`config.mk`:
```
export PLATFORM = sky130hd
export DESIGN_NAME = alups_top
export DESIGN_NICKNAME = d
export VERILOG_FILES = /design/src/verilog/alups_pkg.sv /design/src/verilog/alups_addsub.sv /design/src/verilog/alups_top.sv
export VERILOG_INCLUDE_DIRS = /design/src /design/src/verilog
export SDC_FILE = /design/constraint.sdc
export NUM_CORES = 1
export LEC_CHECK = 0
export ABC_AREA = 1
export BUFFER_PORTS_ARGS = -buffer_cell sky130_fd_sc_hd__buf_2
export CORE_MARGIN = 4
export CORE_UTILIZATION = 55
export CTS_BUF_LIST = sky130_fd_sc_hd__clkbuf_4 sky130_fd_sc_hd__clkbuf_8 sky130_fd_sc_hd__clkbuf_16
export DETAILED_ROUTE_END_ITERATION = 16
export PLACE_DENSITY = 0.81
export SYNTH_ARGS = -nofsm -noshare
export SYNTH_HDL_FRONTEND = slang
export SYNTH_SLANG_ARGS = --single-unit
```
`constraint.sdc`:
```
create_clock -name clock_i -period 9.2 [get_ports clock_i]
set_input_delay 1.84 -clock clock_i [delete_from_list [all_inputs] [get_ports clock_i]]
set_output_delay 1.84 -clock clock_i [all_outputs]
set_load 0.01 [all_outputs]
```
`src/verilog/alups_consts.svh`:
```
`ifndef ALUPS_CONSTS_SVH
`define ALUPS_CONSTS_SVH

// data path and instruction word
`define ALUPS_DATA_W        16
`define ALUPS_INSTR_W       24
`define ALUPS_TAG_HI        23
`define ALUPS_TAG_LO        19
`define ALUPS_TAG_VAL       5'b00100
`define ALUPS_DEST_BIT      18
`define ALUPS_OP_HI         17
`define ALUPS_OP_LO         13
`define ALUPS_YSEL_HI       12
`define ALUPS_YSEL_LO       11
`define ALUPS_XSEL_HI       10
`define ALUPS_XSEL_LO       8
`define ALUPS_PAD_HI        7
`define ALUPS_PAD_LO        4

// operation function codes
`define ALUPS_OP_SUB_XY     5'b10111
`define ALUPS_OP_SBB_XY     5'b10110
`define ALUPS_OP_SUB_YX     5'b11001
`define ALUPS_OP_SBB_YX     5'b11010
`define ALUPS_OP_AND        5'b11100
`define ALUPS_OP_OR         5'b11101
`define ALUPS_OP_XOR        5'b11110
`define ALUPS_OP_PASS_Y     5'b10000
`define ALUPS_OP_PASS_X     5'b10011
`define ALUPS_OP_PASS_ONE   5'b10001

// pass constant
`define ALUPS_CONST_ONE     16'h0001

// status word bit positions
`define ALUPS_ST_ZERO       0
`define ALUPS_ST_NEG        1
`define ALUPS_ST_OVF        2
`define ALUPS_ST_CARRY      3

// register byte offsets
`define ALUPS_ADDR_W        8
`define ALUPS_OFF_STATUS    8'h00
`define ALUPS_OFF_X0        8'h04
`define ALUPS_OFF_X1        8'h08
`define ALUPS_OFF_Y0        8'h0C
`define ALUPS_OFF_Y1        8'h10
`define ALUPS_OFF_RESULT    8'h14
`define ALUPS_OFF_FEEDBACK  8'h18

// reset values
`define ALUPS_RST_STATUS    8'h00
`define ALUPS_RST_WORD      16'h0000

`endif

```
`src/verilog/alups_pkg.sv`:
```
`include "alups_consts.svh"

package alups_pkg;

   typedef logic [`ALUPS_DATA_W-1:0]  alups_word_t;
   typedef logic [7:0]                alups_status_t;

   // x operand select codes, in field order
   typedef enum logic [2:0] {
      ALUPS_X_IN0,
      ALUPS_X_IN1,
      ALUPS_X_RESULT,
      ALUPS_X_MULT_LOW,
      ALUPS_X_MULT_MID,
      ALUPS_X_MULT_HIGH,
      ALUPS_X_SHIFT_LOW,
      ALUPS_X_SHIFT_HIGH
   } alups_xsel_t;

   // y operand select codes, in field order
   typedef enum logic [1:0] {
      ALUPS_Y_IN0,
      ALUPS_Y_IN1,
      ALUPS_Y_FEEDBACK,
      ALUPS_Y_ZERO
   } alups_ysel_t;

endpackage : alups_pkg

```
`src/verilog/alups_addsub.sv`:
```
`timescale 1ns/10ps
`include "alups_consts.svh"

module alups_addsub
   import alups_pkg::*;
#(
   parameter int DW = `ALUPS_DATA_W
) (
   // operands
   input  wire logic [DW-1:0] a_i,
   input  wire logic [DW-1:0] b_i,
   input  wire logic          cin_i,
   // result
   output logic      [DW-1:0] sum_o,
   output logic               cout_o,
   output logic               ovf_o
);

   logic [DW:0] full;

   assign full   = {1'b0, a_i} + {1'b0, b_i} + {{DW{1'b0}}, cin_i};
   assign sum_o  = full[DW-1:0];
   assign cout_o = full[DW];
   // two's complement overflow: like-signed inputs, sum of other sign
   assign ovf_o  = (a_i[DW-1] == b_i[DW-1]) && (full[DW-1] != a_i[DW-1]);

endmodule : alups_addsub

```
`src/verilog/alups_top.sv`:
```
`timescale 1ns/10ps
`include "alups_consts.svh"

module alups_top
   import alups_pkg::*;
#(
   parameter int DW = `ALUPS_DATA_W
) (
   // clock and reset
   input  wire logic                     clock_i,
   input  wire logic                     nrst_i,
   // apb slave
   input  wire logic                     psel_i,
   input  wire logic                     penable_i,
   input  wire logic                     pwrite_i,
   input  wire logic [`ALUPS_ADDR_W-1:0] paddr_i,
   input  wire logic [31:0]              pwdata_i,
   input  wire logic [3:0]               pstrb_i,
   output logic      [31:0]              prdata_o,
   output logic                          pready_o,
   output logic                          pslverr_o,
   // instruction from decoder
   input  wire logic                     instr_valid_i,
   input  wire logic [`ALUPS_INSTR_W-1:0] instr_i,
   input  wire logic                     cond_true_i,
   // operand words from multiplier and shifter
   input  wire logic [DW-1:0]            mult_result_low_i,
   input  wire logic [DW-1:0]            mult_result_mid_i,
   input  wire logic [DW-1:0]            mult_result_high_i,
   input  wire logic [DW-1:0]            shift_result_low_i,
   input  wire logic [DW-1:0]            shift_result_high_i,
   // results and status
   output logic      [DW-1:0]            alu_result_reg_o,
   output logic      [DW-1:0]            alu_feedback_reg_o,
   output logic      [7:0]               alu_status_word_o,
   output logic                          exec_o,
   output logic                          reject_o
);

   // byte-lane merge for software writes to data words
   function automatic logic [DW-1:0] lane_merge(input logic [DW-1:0] old_v,
                                                input logic [31:0]   wdata,
                                                input logic [3:0]    strb);
      logic [DW-1:0] res;
      res = old_v;
      for (int i = 0; i < DW; i++) begin
         if (strb[i/8]) begin
            res[i] = wdata[i];
         end
      end
      return res;
   endfunction : lane_merge

   function automatic logic [31:0] widen(input logic [DW-1:0] v);
      return {{(32-DW){1'b0}}, v};
   endfunction : widen

   // state
   logic [7:0]    status_ff;
   logic [DW-1:0] result_ff;
   logic [DW-1:0] feedback_ff;
   logic [DW-1:0] x_in0_ff;
   logic [DW-1:0] x_in1_ff;
   logic [DW-1:0] y_in0_ff;
   logic [DW-1:0] y_in1_ff;
   logic [31:0]   prdata_ff;
   logic          pslverr_ff;
   logic          exec_ff;
   logic          reject_ff;

   // instruction fields
   logic          tag_hit;
   logic          instr_hit;
   logic [4:0]    op_code;
   logic          dest_feedback;
   alups_xsel_t   x_sel;
   alups_ysel_t   y_sel;

   assign tag_hit       = instr_i[`ALUPS_TAG_HI:`ALUPS_TAG_LO] == `ALUPS_TAG_VAL;
   assign instr_hit     = instr_valid_i && tag_hit &&
                          (instr_i[`ALUPS_PAD_HI:`ALUPS_PAD_LO] == 4'h0);
   assign op_code       = instr_i[`ALUPS_OP_HI:`ALUPS_OP_LO];
   assign dest_feedback = instr_i[`ALUPS_DEST_BIT];
   assign x_sel         = alups_xsel_t'(instr_i[`ALUPS_XSEL_HI:`ALUPS_XSEL_LO]);
   assign y_sel         = alups_ysel_t'(instr_i[`ALUPS_YSEL_HI:`ALUPS_YSEL_LO]);

   // operand selection
   logic [DW-1:0] x_opnd;
   logic [DW-1:0] y_opnd;

   assign x_opnd = (x_sel == ALUPS_X_IN0)       ? x_in0_ff            :
                   (x_sel == ALUPS_X_IN1)       ? x_in1_ff            :
                   (x_sel == ALUPS_X_RESULT)    ? result_ff           :
                   (x_sel == ALUPS_X_MULT_LOW)  ? mult_result_low_i   :
                   (x_sel == ALUPS_X_MULT_MID)  ? mult_result_mid_i   :
                   (x_sel == ALUPS_X_MULT_HIGH) ? mult_result_high_i  :
                   (x_sel == ALUPS_X_SHIFT_LOW) ? shift_result_low_i  :
                                                  shift_result_high_i;
   // zero source lets pass clear a register
   assign y_opnd = (y_sel == ALUPS_Y_IN0)      ? y_in0_ff    :
                   (y_sel == ALUPS_Y_IN1)      ? y_in1_ff    :
                   (y_sel == ALUPS_Y_FEEDBACK) ? feedback_ff :
                                                 {DW{1'b0}};

   // operation decode
   logic op_sub_xy;
   logic op_sbb_xy;
   logic op_sub_yx;
   logic op_sbb_yx;
   logic op_and;
   logic op_or;
   logic op_xor;
   logic op_pass_y;
   logic op_pass_x;
   logic op_pass_one;
   logic op_sub;
   logic op_borrow;
   logic op_rev;
   logic op_known;
   logic exec_go;

   assign op_sub_xy   = op_code == `ALUPS_OP_SUB_XY;
   assign op_sbb_xy   = op_code == `ALUPS_OP_SBB_XY;
   assign op_sub_yx   = op_code == `ALUPS_OP_SUB_YX;
   assign op_sbb_yx   = op_code == `ALUPS_OP_SBB_YX;
   assign op_and      = op_code == `ALUPS_OP_AND;
   assign op_or       = op_code == `ALUPS_OP_OR;
   assign op_xor      = op_code == `ALUPS_OP_XOR;
   assign op_pass_y   = op_code == `ALUPS_OP_PASS_Y;
   assign op_pass_x   = op_code == `ALUPS_OP_PASS_X;
   assign op_pass_one = op_code == `ALUPS_OP_PASS_ONE;
   assign op_sub      = op_sub_xy || op_sbb_xy || op_sub_yx || op_sbb_yx;
   assign op_borrow   = op_sbb_xy || op_sbb_yx;
   assign op_rev      = op_sub_yx || op_sbb_yx;
   assign op_known    = op_sub || op_and || op_or || op_xor ||
                        op_pass_y || op_pass_x || op_pass_one;
   // single-cycle, never stalls, so it can share a cycle with memory moves
   assign exec_go     = instr_hit && cond_true_i && op_known;

   // subtract as a + ~b + cin; borrow forms feed the carry in
   logic [DW-1:0] add_a;
   logic [DW-1:0] add_b;
   logic          add_cin;
   logic [DW-1:0] add_sum;
   logic          add_cout;
   logic          add_ovf;

   assign add_a   = op_rev ? y_opnd : x_opnd;
   assign add_b   = op_rev ? ~x_opnd : ~y_opnd;
   assign add_cin = op_borrow ? status_ff[`ALUPS_ST_CARRY] : 1'b1;

   alups_addsub #(
      .DW (DW)
   ) u_addsub (
      .a_i    (add_a),
      .b_i    (add_b),
      .cin_i  (add_cin),
      .sum_o  (add_sum),
      .cout_o (add_cout),
      .ovf_o  (add_ovf)
   );

   // result and flags
   logic [DW-1:0] alu_value;
   logic          flag_zero;
   logic          flag_neg;
   logic          flag_ovf;
   logic          flag_carry;

   assign alu_value  = op_sub      ? add_sum          :
                       op_and      ? x_opnd & y_opnd  :
                       op_or       ? x_opnd | y_opnd  :
                       op_xor      ? x_opnd ^ y_opnd  :
                       op_pass_x   ? x_opnd           :
                       op_pass_one ? DW'(`ALUPS_CONST_ONE) :
                                     y_opnd;
   assign flag_zero  = alu_value == {DW{1'b0}};
   assign flag_neg   = alu_value[DW-1];
   assign flag_ovf   = op_sub && add_ovf;
   assign flag_carry = op_sub && add_cout;

   // apb decode
   logic apb_setup;
   logic apb_wr;
   logic hit_status;
   logic hit_x0;
   logic hit_x1;
   logic hit_y0;
   logic hit_y1;
   logic hit_result;
   logic hit_feedback;
   logic addr_mapped;

   assign apb_setup    = psel_i && !penable_i;
   assign apb_wr       = psel_i && penable_i && pwrite_i;
   assign hit_status   = paddr_i == `ALUPS_OFF_STATUS;
   assign hit_x0       = paddr_i == `ALUPS_OFF_X0;
   assign hit_x1       = paddr_i == `ALUPS_OFF_X1;
   assign hit_y0       = paddr_i == `ALUPS_OFF_Y0;
   assign hit_y1       = paddr_i == `ALUPS_OFF_Y1;
   assign hit_result   = paddr_i == `ALUPS_OFF_RESULT;
   assign hit_feedback = paddr_i == `ALUPS_OFF_FEEDBACK;
   assign addr_mapped  = hit_status || hit_x0 || hit_x1 || hit_y0 || hit_y1 ||
                         hit_result || hit_feedback;

   logic [31:0] rd_word;

   assign rd_word = hit_status   ? {24'h000000, status_ff} :
                    hit_x0       ? widen(x_in0_ff)         :
                    hit_x1       ? widen(x_in1_ff)         :
                    hit_y0       ? widen(y_in0_ff)         :
                    hit_y1       ? widen(y_in1_ff)         :
                    hit_result   ? widen(result_ff)        :
                    hit_feedback ? widen(feedback_ff)      :
                                   32'h00000000;

   // next values: software write first, an executing instruction overrides
   logic [7:0]    sw_status;
   logic [7:0]    nxt_status;
   logic [DW-1:0] sw_result;
   logic [DW-1:0] sw_feedback;
   logic [DW-1:0] nxt_result;
   logic [DW-1:0] nxt_feedback;
   logic          wr_result;
   logic          wr_feedback;

   assign sw_status    = (apb_wr && hit_status && pstrb_i[0]) ? pwdata_i[7:0] : status_ff;
   // upper flags belong to other units and are kept
   assign nxt_status   = exec_go ? {sw_status[7:4], flag_carry, flag_ovf, flag_neg, flag_zero} :
                                   sw_status;
   assign sw_result    = (apb_wr && hit_result) ? lane_merge(result_ff, pwdata_i, pstrb_i) : result_ff;
   assign sw_feedback  = (apb_wr && hit_feedback) ? lane_merge(feedback_ff, pwdata_i, pstrb_i) :
                                                    feedback_ff;
   assign wr_result    = exec_go && !dest_feedback;
   assign wr_feedback  = exec_go && dest_feedback;
   assign nxt_result   = wr_result ? alu_value : sw_result;
   assign nxt_feedback = wr_feedback ? alu_value : sw_feedback;

   always_ff @(posedge clock_i or negedge nrst_i) begin
      if (!nrst_i) begin
         status_ff   <= `ALUPS_RST_STATUS;
         result_ff   <= `ALUPS_RST_WORD;
         feedback_ff <= `ALUPS_RST_WORD;
      end else begin
         status_ff   <= nxt_status;
         result_ff   <= nxt_result;
         feedback_ff <= nxt_feedback;
      end
   end

   // software writes to the operand input words
   logic [DW-1:0] nxt_x_in0;
   logic [DW-1:0] nxt_x_in1;
   logic [DW-1:0] nxt_y_in0;
   logic [DW-1:0] nxt_y_in1;

   // upper write lanes fall outside the data words and are dropped
   assign nxt_x_in0 = (apb_wr && hit_x0) ? lane_merge(x_in0_ff, pwdata_i, pstrb_i) : x_in0_ff;
   assign nxt_x_in1 = (apb_wr && hit_x1) ? lane_merge(x_in1_ff, pwdata_i, pstrb_i) : x_in1_ff;
   assign nxt_y_in0 = (apb_wr && hit_y0) ? lane_merge(y_in0_ff, pwdata_i, pstrb_i) : y_in0_ff;
   assign nxt_y_in1 = (apb_wr && hit_y1) ? lane_merge(y_in1_ff, pwdata_i, pstrb_i) : y_in1_ff;

   always_ff @(posedge clock_i or negedge nrst_i) begin
      if (!nrst_i) begin
         x_in0_ff <= `ALUPS_RST_WORD;
         x_in1_ff <= `ALUPS_RST_WORD;
         y_in0_ff <= `ALUPS_RST_WORD;
         y_in1_ff <= `ALUPS_RST_WORD;
      end else begin
         x_in0_ff <= nxt_x_in0;
         x_in1_ff <= nxt_x_in1;
         y_in0_ff <= nxt_y_in0;
         y_in1_ff <= nxt_y_in1;
      end
   end

   // read data and error captured in the setup phase
   logic [31:0]   nxt_prdata;
   logic          nxt_pslverr;

   assign nxt_prdata  = pwrite_i ? 32'h00000000 : rd_word;
   // unmapped offsets answer with an error in the access phase
   assign nxt_pslverr = !addr_mapped;

   always_ff @(posedge clock_i or negedge nrst_i) begin
      if (!nrst_i) begin
         prdata_ff  <= 32'h00000000;
         pslverr_ff <= 1'b0;
      end else if (apb_setup) begin
         prdata_ff  <= nxt_prdata;
         pslverr_ff <= nxt_pslverr;
      end
   end

   // decoder pulses, registered on the deciding edge and held for one cycle
   logic          nxt_exec;
   logic          nxt_reject;

   assign nxt_exec   = exec_go;
   // bad tag, nonzero pad bits or unknown code; a false condition is no reject
   assign nxt_reject = instr_valid_i && !(instr_hit && op_known);

   always_ff @(posedge clock_i or negedge nrst_i) begin
      if (!nrst_i) begin
         exec_ff   <= 1'b0;
         reject_ff <= 1'b0;
      end else begin
         exec_ff   <= nxt_exec;
         reject_ff <= nxt_reject;
      end
   end

   assign prdata_o           = prdata_ff;
   assign pready_o           = 1'b1;
   assign pslverr_o          = pslverr_ff && psel_i && penable_i;
   assign alu_result_reg_o   = result_ff;
   assign alu_feedback_reg_o = feedback_ff;
   assign alu_status_word_o  = status_ff;
   assign exec_o             = exec_ff;
   assign reject_o           = reject_ff;

endmodule : alups_top
```
Yosys cells after proc, flatten, opt, wreduce, memory -nomap -nowiden
Index checks and enable logic that the tools add are counted.
- register bits: 139
- input bits: 155
- output and inout bits: 76
- logic and storage cells: 170
- $add $sub $neg: 2
- equality and inequality tests: 27
- mux-type cells: 49
- bitwise logic cells: 5
- reductions and logical operators: 69
- operators with widths (operator ; number):
    16-bit two-way mux ; 30
    5-bit equality test, second input constant ; 10
    16-bit NOT ; 2
    8-bit by 5-bit equality test with 1-bit output, second input constant ; 3
    1-bit logical AND ; 24
    2-bit AND reduction ; 12
    16-bit by 16-bit adder with 17-bit output ; 1
    17-bit by 1-bit adder with 17-bit output ; 1
    1-bit logical OR ; 17
    1-bit two-way mux ; 17
    16-bit bitwise AND ; 1
    8-bit by 4-bit equality test with 1-bit output, second input constant ; 2
    16-bit zero test ; 1
    16-bit bitwise OR ; 1
    16-bit XOR ; 1
    2-bit nonzero test ; 7
    3-bit equality test, second input constant ; 3
    8-bit by 3-bit equality test with 1-bit output, second input constant ; 1
    8-bit zero test ; 1
    8-bit two-way mux ; 1
    3-bit by 2-bit equality test with 1-bit output, second input constant ; 2
    5-bit by 3-bit equality test with 1-bit output, second input constant ; 1
    1-bit zero test ; 4
    4-bit zero test ; 1
    other kinds (8) ; 8

Longest topological paths before layout
- word-level depth: 16
- depth in mapped cells: 35
- gate-level depth less buffers: 34

Hierarchy
Synthesis repeated with hierarchy kept, for this count alone.
- cell total of the unflattened synthesis: 1580
- area, all modules: 10014.6 µm²
- by module, submodules not included (module ; instances ; cells an instance ; area an instance (µm²) ; sequential area each (µm²)):
    alups_top ; 1 ; 1424 ; 9069.9 ; 3078.0
    alups_addsub ; 1 ; 156 ; 944.7 ; 0.0

Least setup slack after synthesis
No wires, ideal clock.
- path type: input to register
- from: input port instr_i[9]
- to: register status_ff[0], in the netlist alu_status_word_o[0]
- library setup time: 0.065 ns
- data arrival time: 4.961 ns
- data required time: 9.135 ns
- slack: 4.174 ns
- stages: 33
- buffers on the path: 2
- cell sequence: buf_6 > nor2_1 > nand2_2 > inv_2 > buf_6 > nor2_1 > nand2_1 > nand2_1 > nand2_1 > nand2_1 > nand2_2 > nand2_2 > o21ai_0 > fa_1 > inv_1 > fa_1 > nand2_1 > nand2_1 > nand2_1 > nand2_1 > nand3_1 > nand3_1 > nand2_1 > inv_1 > o21ai_0 > nand2_1 > o21ai_0 > nand2_1 > nor2_1 > nand2_1 > nor2_1 > nand3_1 > nand2_1
- cells in the longest elaborated chain, start to end: 15
- elaborated cells between the ends (all ways): 29
- those cells by class: 2 x add/sub; 6 x eq/ne; 15 x mux; 4 x bitwise; 2 x reduce/logical
- RTL lines (element ; line ; RTL):
    from (decl) ; alups_top.sv:24 ; input wire logic [`ALUPS_INSTR_W-1:0] instr_i,
    3-bit equality test ; alups_top.sv:97 ; (x_sel == ALUPS_X_SHIFT_LOW) ? shift_result_low_i :
    16-bit two-way mux ; alups_top.sv:97 ;
    16-bit two-way mux ; alups_top.sv:96 ; (x_sel == ALUPS_X_MULT_HIGH) ? mult_result_high_i :
    16-bit two-way mux ; alups_top.sv:95 ; (x_sel == ALUPS_X_MULT_MID) ? mult_result_mid_i :
    16-bit two-way mux ; alups_top.sv:94 ; (x_sel == ALUPS_X_MULT_LOW) ? mult_result_low_i :
    16-bit two-way mux ; alups_top.sv:93 ; (x_sel == ALUPS_X_RESULT) ? result_ff :
    16-bit two-way mux ; alups_top.sv:92 ; (x_sel == ALUPS_X_IN1) ? x_in1_ff :
    16-bit two-way mux * ; alups_top.sv:91 ; assign x_opnd = (x_sel == ALUPS_X_IN0) ? x_in0_ff :
    16-bit NOT, or another cell as far along ; alups_top.sv:149 ; assign add_b = op_rev ? ~x_opnd : ~y_opnd;
    16-bit two-way mux (on tied branches) ; alups_top.sv:149, alups_top.sv:173 ;
    16-bit by 16-bit adder with 17-bit output or 16-bit two-way mux (tied branches) ; alups_addsub.sv:21, alups_top.sv:172 ;
    17-bit by 1-bit adder with 17-bit output or 16-bit two-way mux (tied branches) ; alups_addsub.sv:21, alups_top.sv:171 ;
    16-bit two-way mux * ; alups_top.sv:170 ; assign alu_value = op_sub ? add_sum :
    16-bit zero test * ; alups_top.sv:177 ; assign flag_zero = alu_value == {DW{1'b0}};
    4-bit two-way mux * ; alups_top.sv:229 ; assign nxt_status = exec_go ? {sw_status[7:4], flag_carry, flag_ovf, flag_neg, flag_zero} :
    to (signal assigned) ; alups_top.sv:241 ; status_ff <= `ALUPS_RST_STATUS;
    to (signal assigned) ; alups_top.sv:245 ; status_ff <= nxt_status;
    to (decl) ; alups_top.sv:59 ; logic [7:0] status_ff;
Mark *: on every way between the ends. The rest lies on a longest branch, timed or not.
A chain may end at the register's enable or synchronous reset.

Final worst setup path
- from: input port instr_i[10]
- to: register status_ff[0], in the netlist alu_status_word_o[0]
The elaborated chain is that of the path after synthesis.

==> run metrics <==
DRC 0; run status finished, final reports clean; via count 11800; worst vdd ir 165 uV; number of global-route vias before repair 10800; Synth area leader dfrtp_1; post_cts resized 0; post-synthesis area per instance 6.42 um^2; Slowest cell on crit path nand3_2; CTS Buf Count 17; number of unique standard cell types used by synthesis 52; RSZ-0062 raised after global routing false; per-cell routed wire length 18.9 um; f_max 158 MHz; mapped cell area 10400 um^2; #FFs+latches synth 123; Required @ worst endpoint 9.55 ns; sequential share of the synthesized area 0.297; Synth Instances 1616; pin count of the biggest net entering global routing 75; grt total ovfl 0; GP Congestion 1.00; clk buf depth 2; Nets 1972; fin cells 2014; initial DRC count 1619; Post-synth top flop dfrtp_1; Slew headroom 0.217; clk slew on worst S/H paths 0.06 ns; CP most frequent cell nand2_1; Setup TNS 0 ns; Core Region 18300 um^2; Num Clock Sinks 123; Worst Tran Pin Value 1.17 ns; Ys Warns 0; PD cells 134 nW/um^2; worst-path fanout max 28; placed cells 1981; share of layout cells above drive strength 1 0.158; first-pass GRT wire length 59400 um; Leak 6.40 nW; EDFF count, synth 0; H-tree levels 4; Slew Viols, Final 0; Worst setup SP type input pin; Port Buffers 191; MaxCap Viol Count 0; IO Count 231; clk_lat worst skew 0.42 ns; dpl hpwl 28700 um; Routed Antenna Nets 0; final-report setup violation count 0; Max stage delay on crit path 0.58 ns; r2r setup slk 5.15 ns; Layout area overhead 14.6%; Vias/cell 5.86; initial antenna violation count 0; count leader, synth nand2_1; Final Cycle Share 0.688; post-layout min period 6.33 ns; grt met3 use 0.102; GRT busiest layer met2; Clock Root Buffer clkbuf_16; setup bufs post-CTS 0; Hold WC Path Type reg2reg; met2 global-route usage 0.540; CTS tree built; Crit. End Element register; row cnt 49; # hold bufs at CTS 0; Layout Skew 0.00822 ns; die area 21100 um^2; die height 145 um; Die Wd 145 um; Total GRT Usage 0.351; Yosys top cell area share 0.297; DRT Wirelength 38000 um; top post-synthesis cells by area dfrtp_1, nand2_1, inv_1; arrival time at the worst endpoint 6.68 ns; initial core utilization 0.568; met1 Use GR 0.472; asr flop ratio synth 1.00; synth cell count leaders nand2_1, inv_1, nor2_1, o21ai_0, dfrtp_1; Fin. Hold Viols 0; crit path kind in2reg; Initial DRT Pass Iterations 6
==> where the power goes <==
part,leakage (nW),switching (mW),internal (mW)
registers,1.54,0.00613,0.548
logic,4.59,0.249,0.119
clock network,0.281,0.262,0.406
==> routing by layer <==
| metal | wire length [um] | vias to the layer above | share of wire |
|---|---|---|---|
| met4 | 1410 | 0 | 0.037 |
| li1 | - | 5550 | - |
| met5 | 0 | - | 0 |
| met2 | 16600 | 821 | 0.44 |
| met1 | 14800 | 5306 | 0.39 |
| met3 | 5260 | 120 | 0.14 |
==> stage by stage <==
| stage | instance area, um^2 | util | power, mW | setup slack [ns] | hold WS (ns) |
|---|---|---|---|---|---|
| final | 11900 | 0.651 | 1.59 | 2.87 | 0.476 |
| after global routing | 11900 | 0.651 | 1.67 | 2.42 | 0.495 |
| after CTS | 11900 | 0.651 | 1.58 | 3.01 | 0.474 |
| after detailed placement | 11300 | 0.619 | 0.921 | 2.65 | 0.460 |
| after global placement | 11300 | 0.619 | 0.912 | 2.66 | 0.454 |
| after floorplan | 10400 | - | 0.807 | 4.17 | 0.444 |
==> cell usage in the layout, fill, tap and decap left out, types with 3 or more instances in the layout <==
| cell type | n |
|---|---|
| a21oi_1 | 94 |
| a221o_1 | 3 |
| a221oi_1 | 7 |
| a32o_1 | 7 |
| buf_2 | 190 |
| buf_4 | 11 |
| clkbuf_16 | 17 |
| clkinv_4 | 4 |
| clkinvlp_4 | 3 |
| conb_1 | 17 |
| dfrtp_1 | 123 |
| ha_1 | 44 |
| inv_1 | 246 |
| inv_2 | 5 |
| nand2_1 | 405 |
| nand2_2 | 15 |
| nand3_1 | 92 |
| nand3_2 | 3 |
| nand4_1 | 19 |
| nor2_1 | 170 |
| nor2_2 | 3 |
| nor2_4 | 3 |
| nor3_1 | 21 |
| nor4_1 | 3 |
| o211ai_1 | 29 |
| o21ai_0 | 157 |
| o21ai_1 | 7 |
| o221ai_1 | 21 |
| o22ai_1 | 15 |
| or2_2 | 11 |
==> cells by family (layout without fill, tap and decap cells) <==
kind of cell / Yosys count / count (layout) / synth area share
other: 2 / 18 / 0.000724
adder cells (fa/ha/maj): 46 / 46 / 0.0570
AO/OA/AOI/OAI: 358 / 358 / 0.202
XOR/XNOR: 2 / 2 / 0.00169
flip-flops: 123 / 123 / 0.297
buffers and inverters: 334 / 487 / 0.136
AND/OR/NAND/NOR: 751 / 751 / 0.306
==> critical path: cells and delay by family <==
family / cells / cell delay [ns]
buffers and inverters: 3 / 0.56
AOI/OAI and AO/OA: 3 / 0.51
adders and majority gates: 2 / 0.76
and+or+nand+nor: 23 / 3.00
==> sequential cells by signal (all words and copies together), names as in the netlist <==
signal,count
alu_feedback_reg_o,16
alu_result_reg_o,16
prdata_o,16
x_in0_ff,16
x_in1_ff,16
y_in0_ff,16
y_in1_ff,16
alu_status_word_o,8
exec_o,1
pslverr_ff,1
reject_o,1
==> area by class of cell <==
cell class                      instances  area, um^2
Clock buffer                           19         440
Multi-Input combinational cell       1174        5940
Timing Repair Buffer                  201        1030
Antenna cell                            1        2.50
Fill cell                            1682        6380
Tap cell                              229         287
Sequential cell                       123        3080
Clock inverter                         13         145
Inverter                              254         958
==> final timing paths <==
path                                        end                   from  cells after the start
min                                y_in1_ff[10]           y_in1_ff[10]                      2
max                        alu_status_word_o[0]            instr_i[10]                     31
min reg2reg                        y_in1_ff[10]           y_in1_ff[10]                      2
max reg2reg                alu_status_word_o[0]  alu_feedback_reg_o[1]                     21
min in group asynchronous           prdata_o[8]                 nrst_i                      1
max in group asynchronous   alu_result_reg_o[7]                 nrst_i                      2
(Power assumes the default switching activity.)
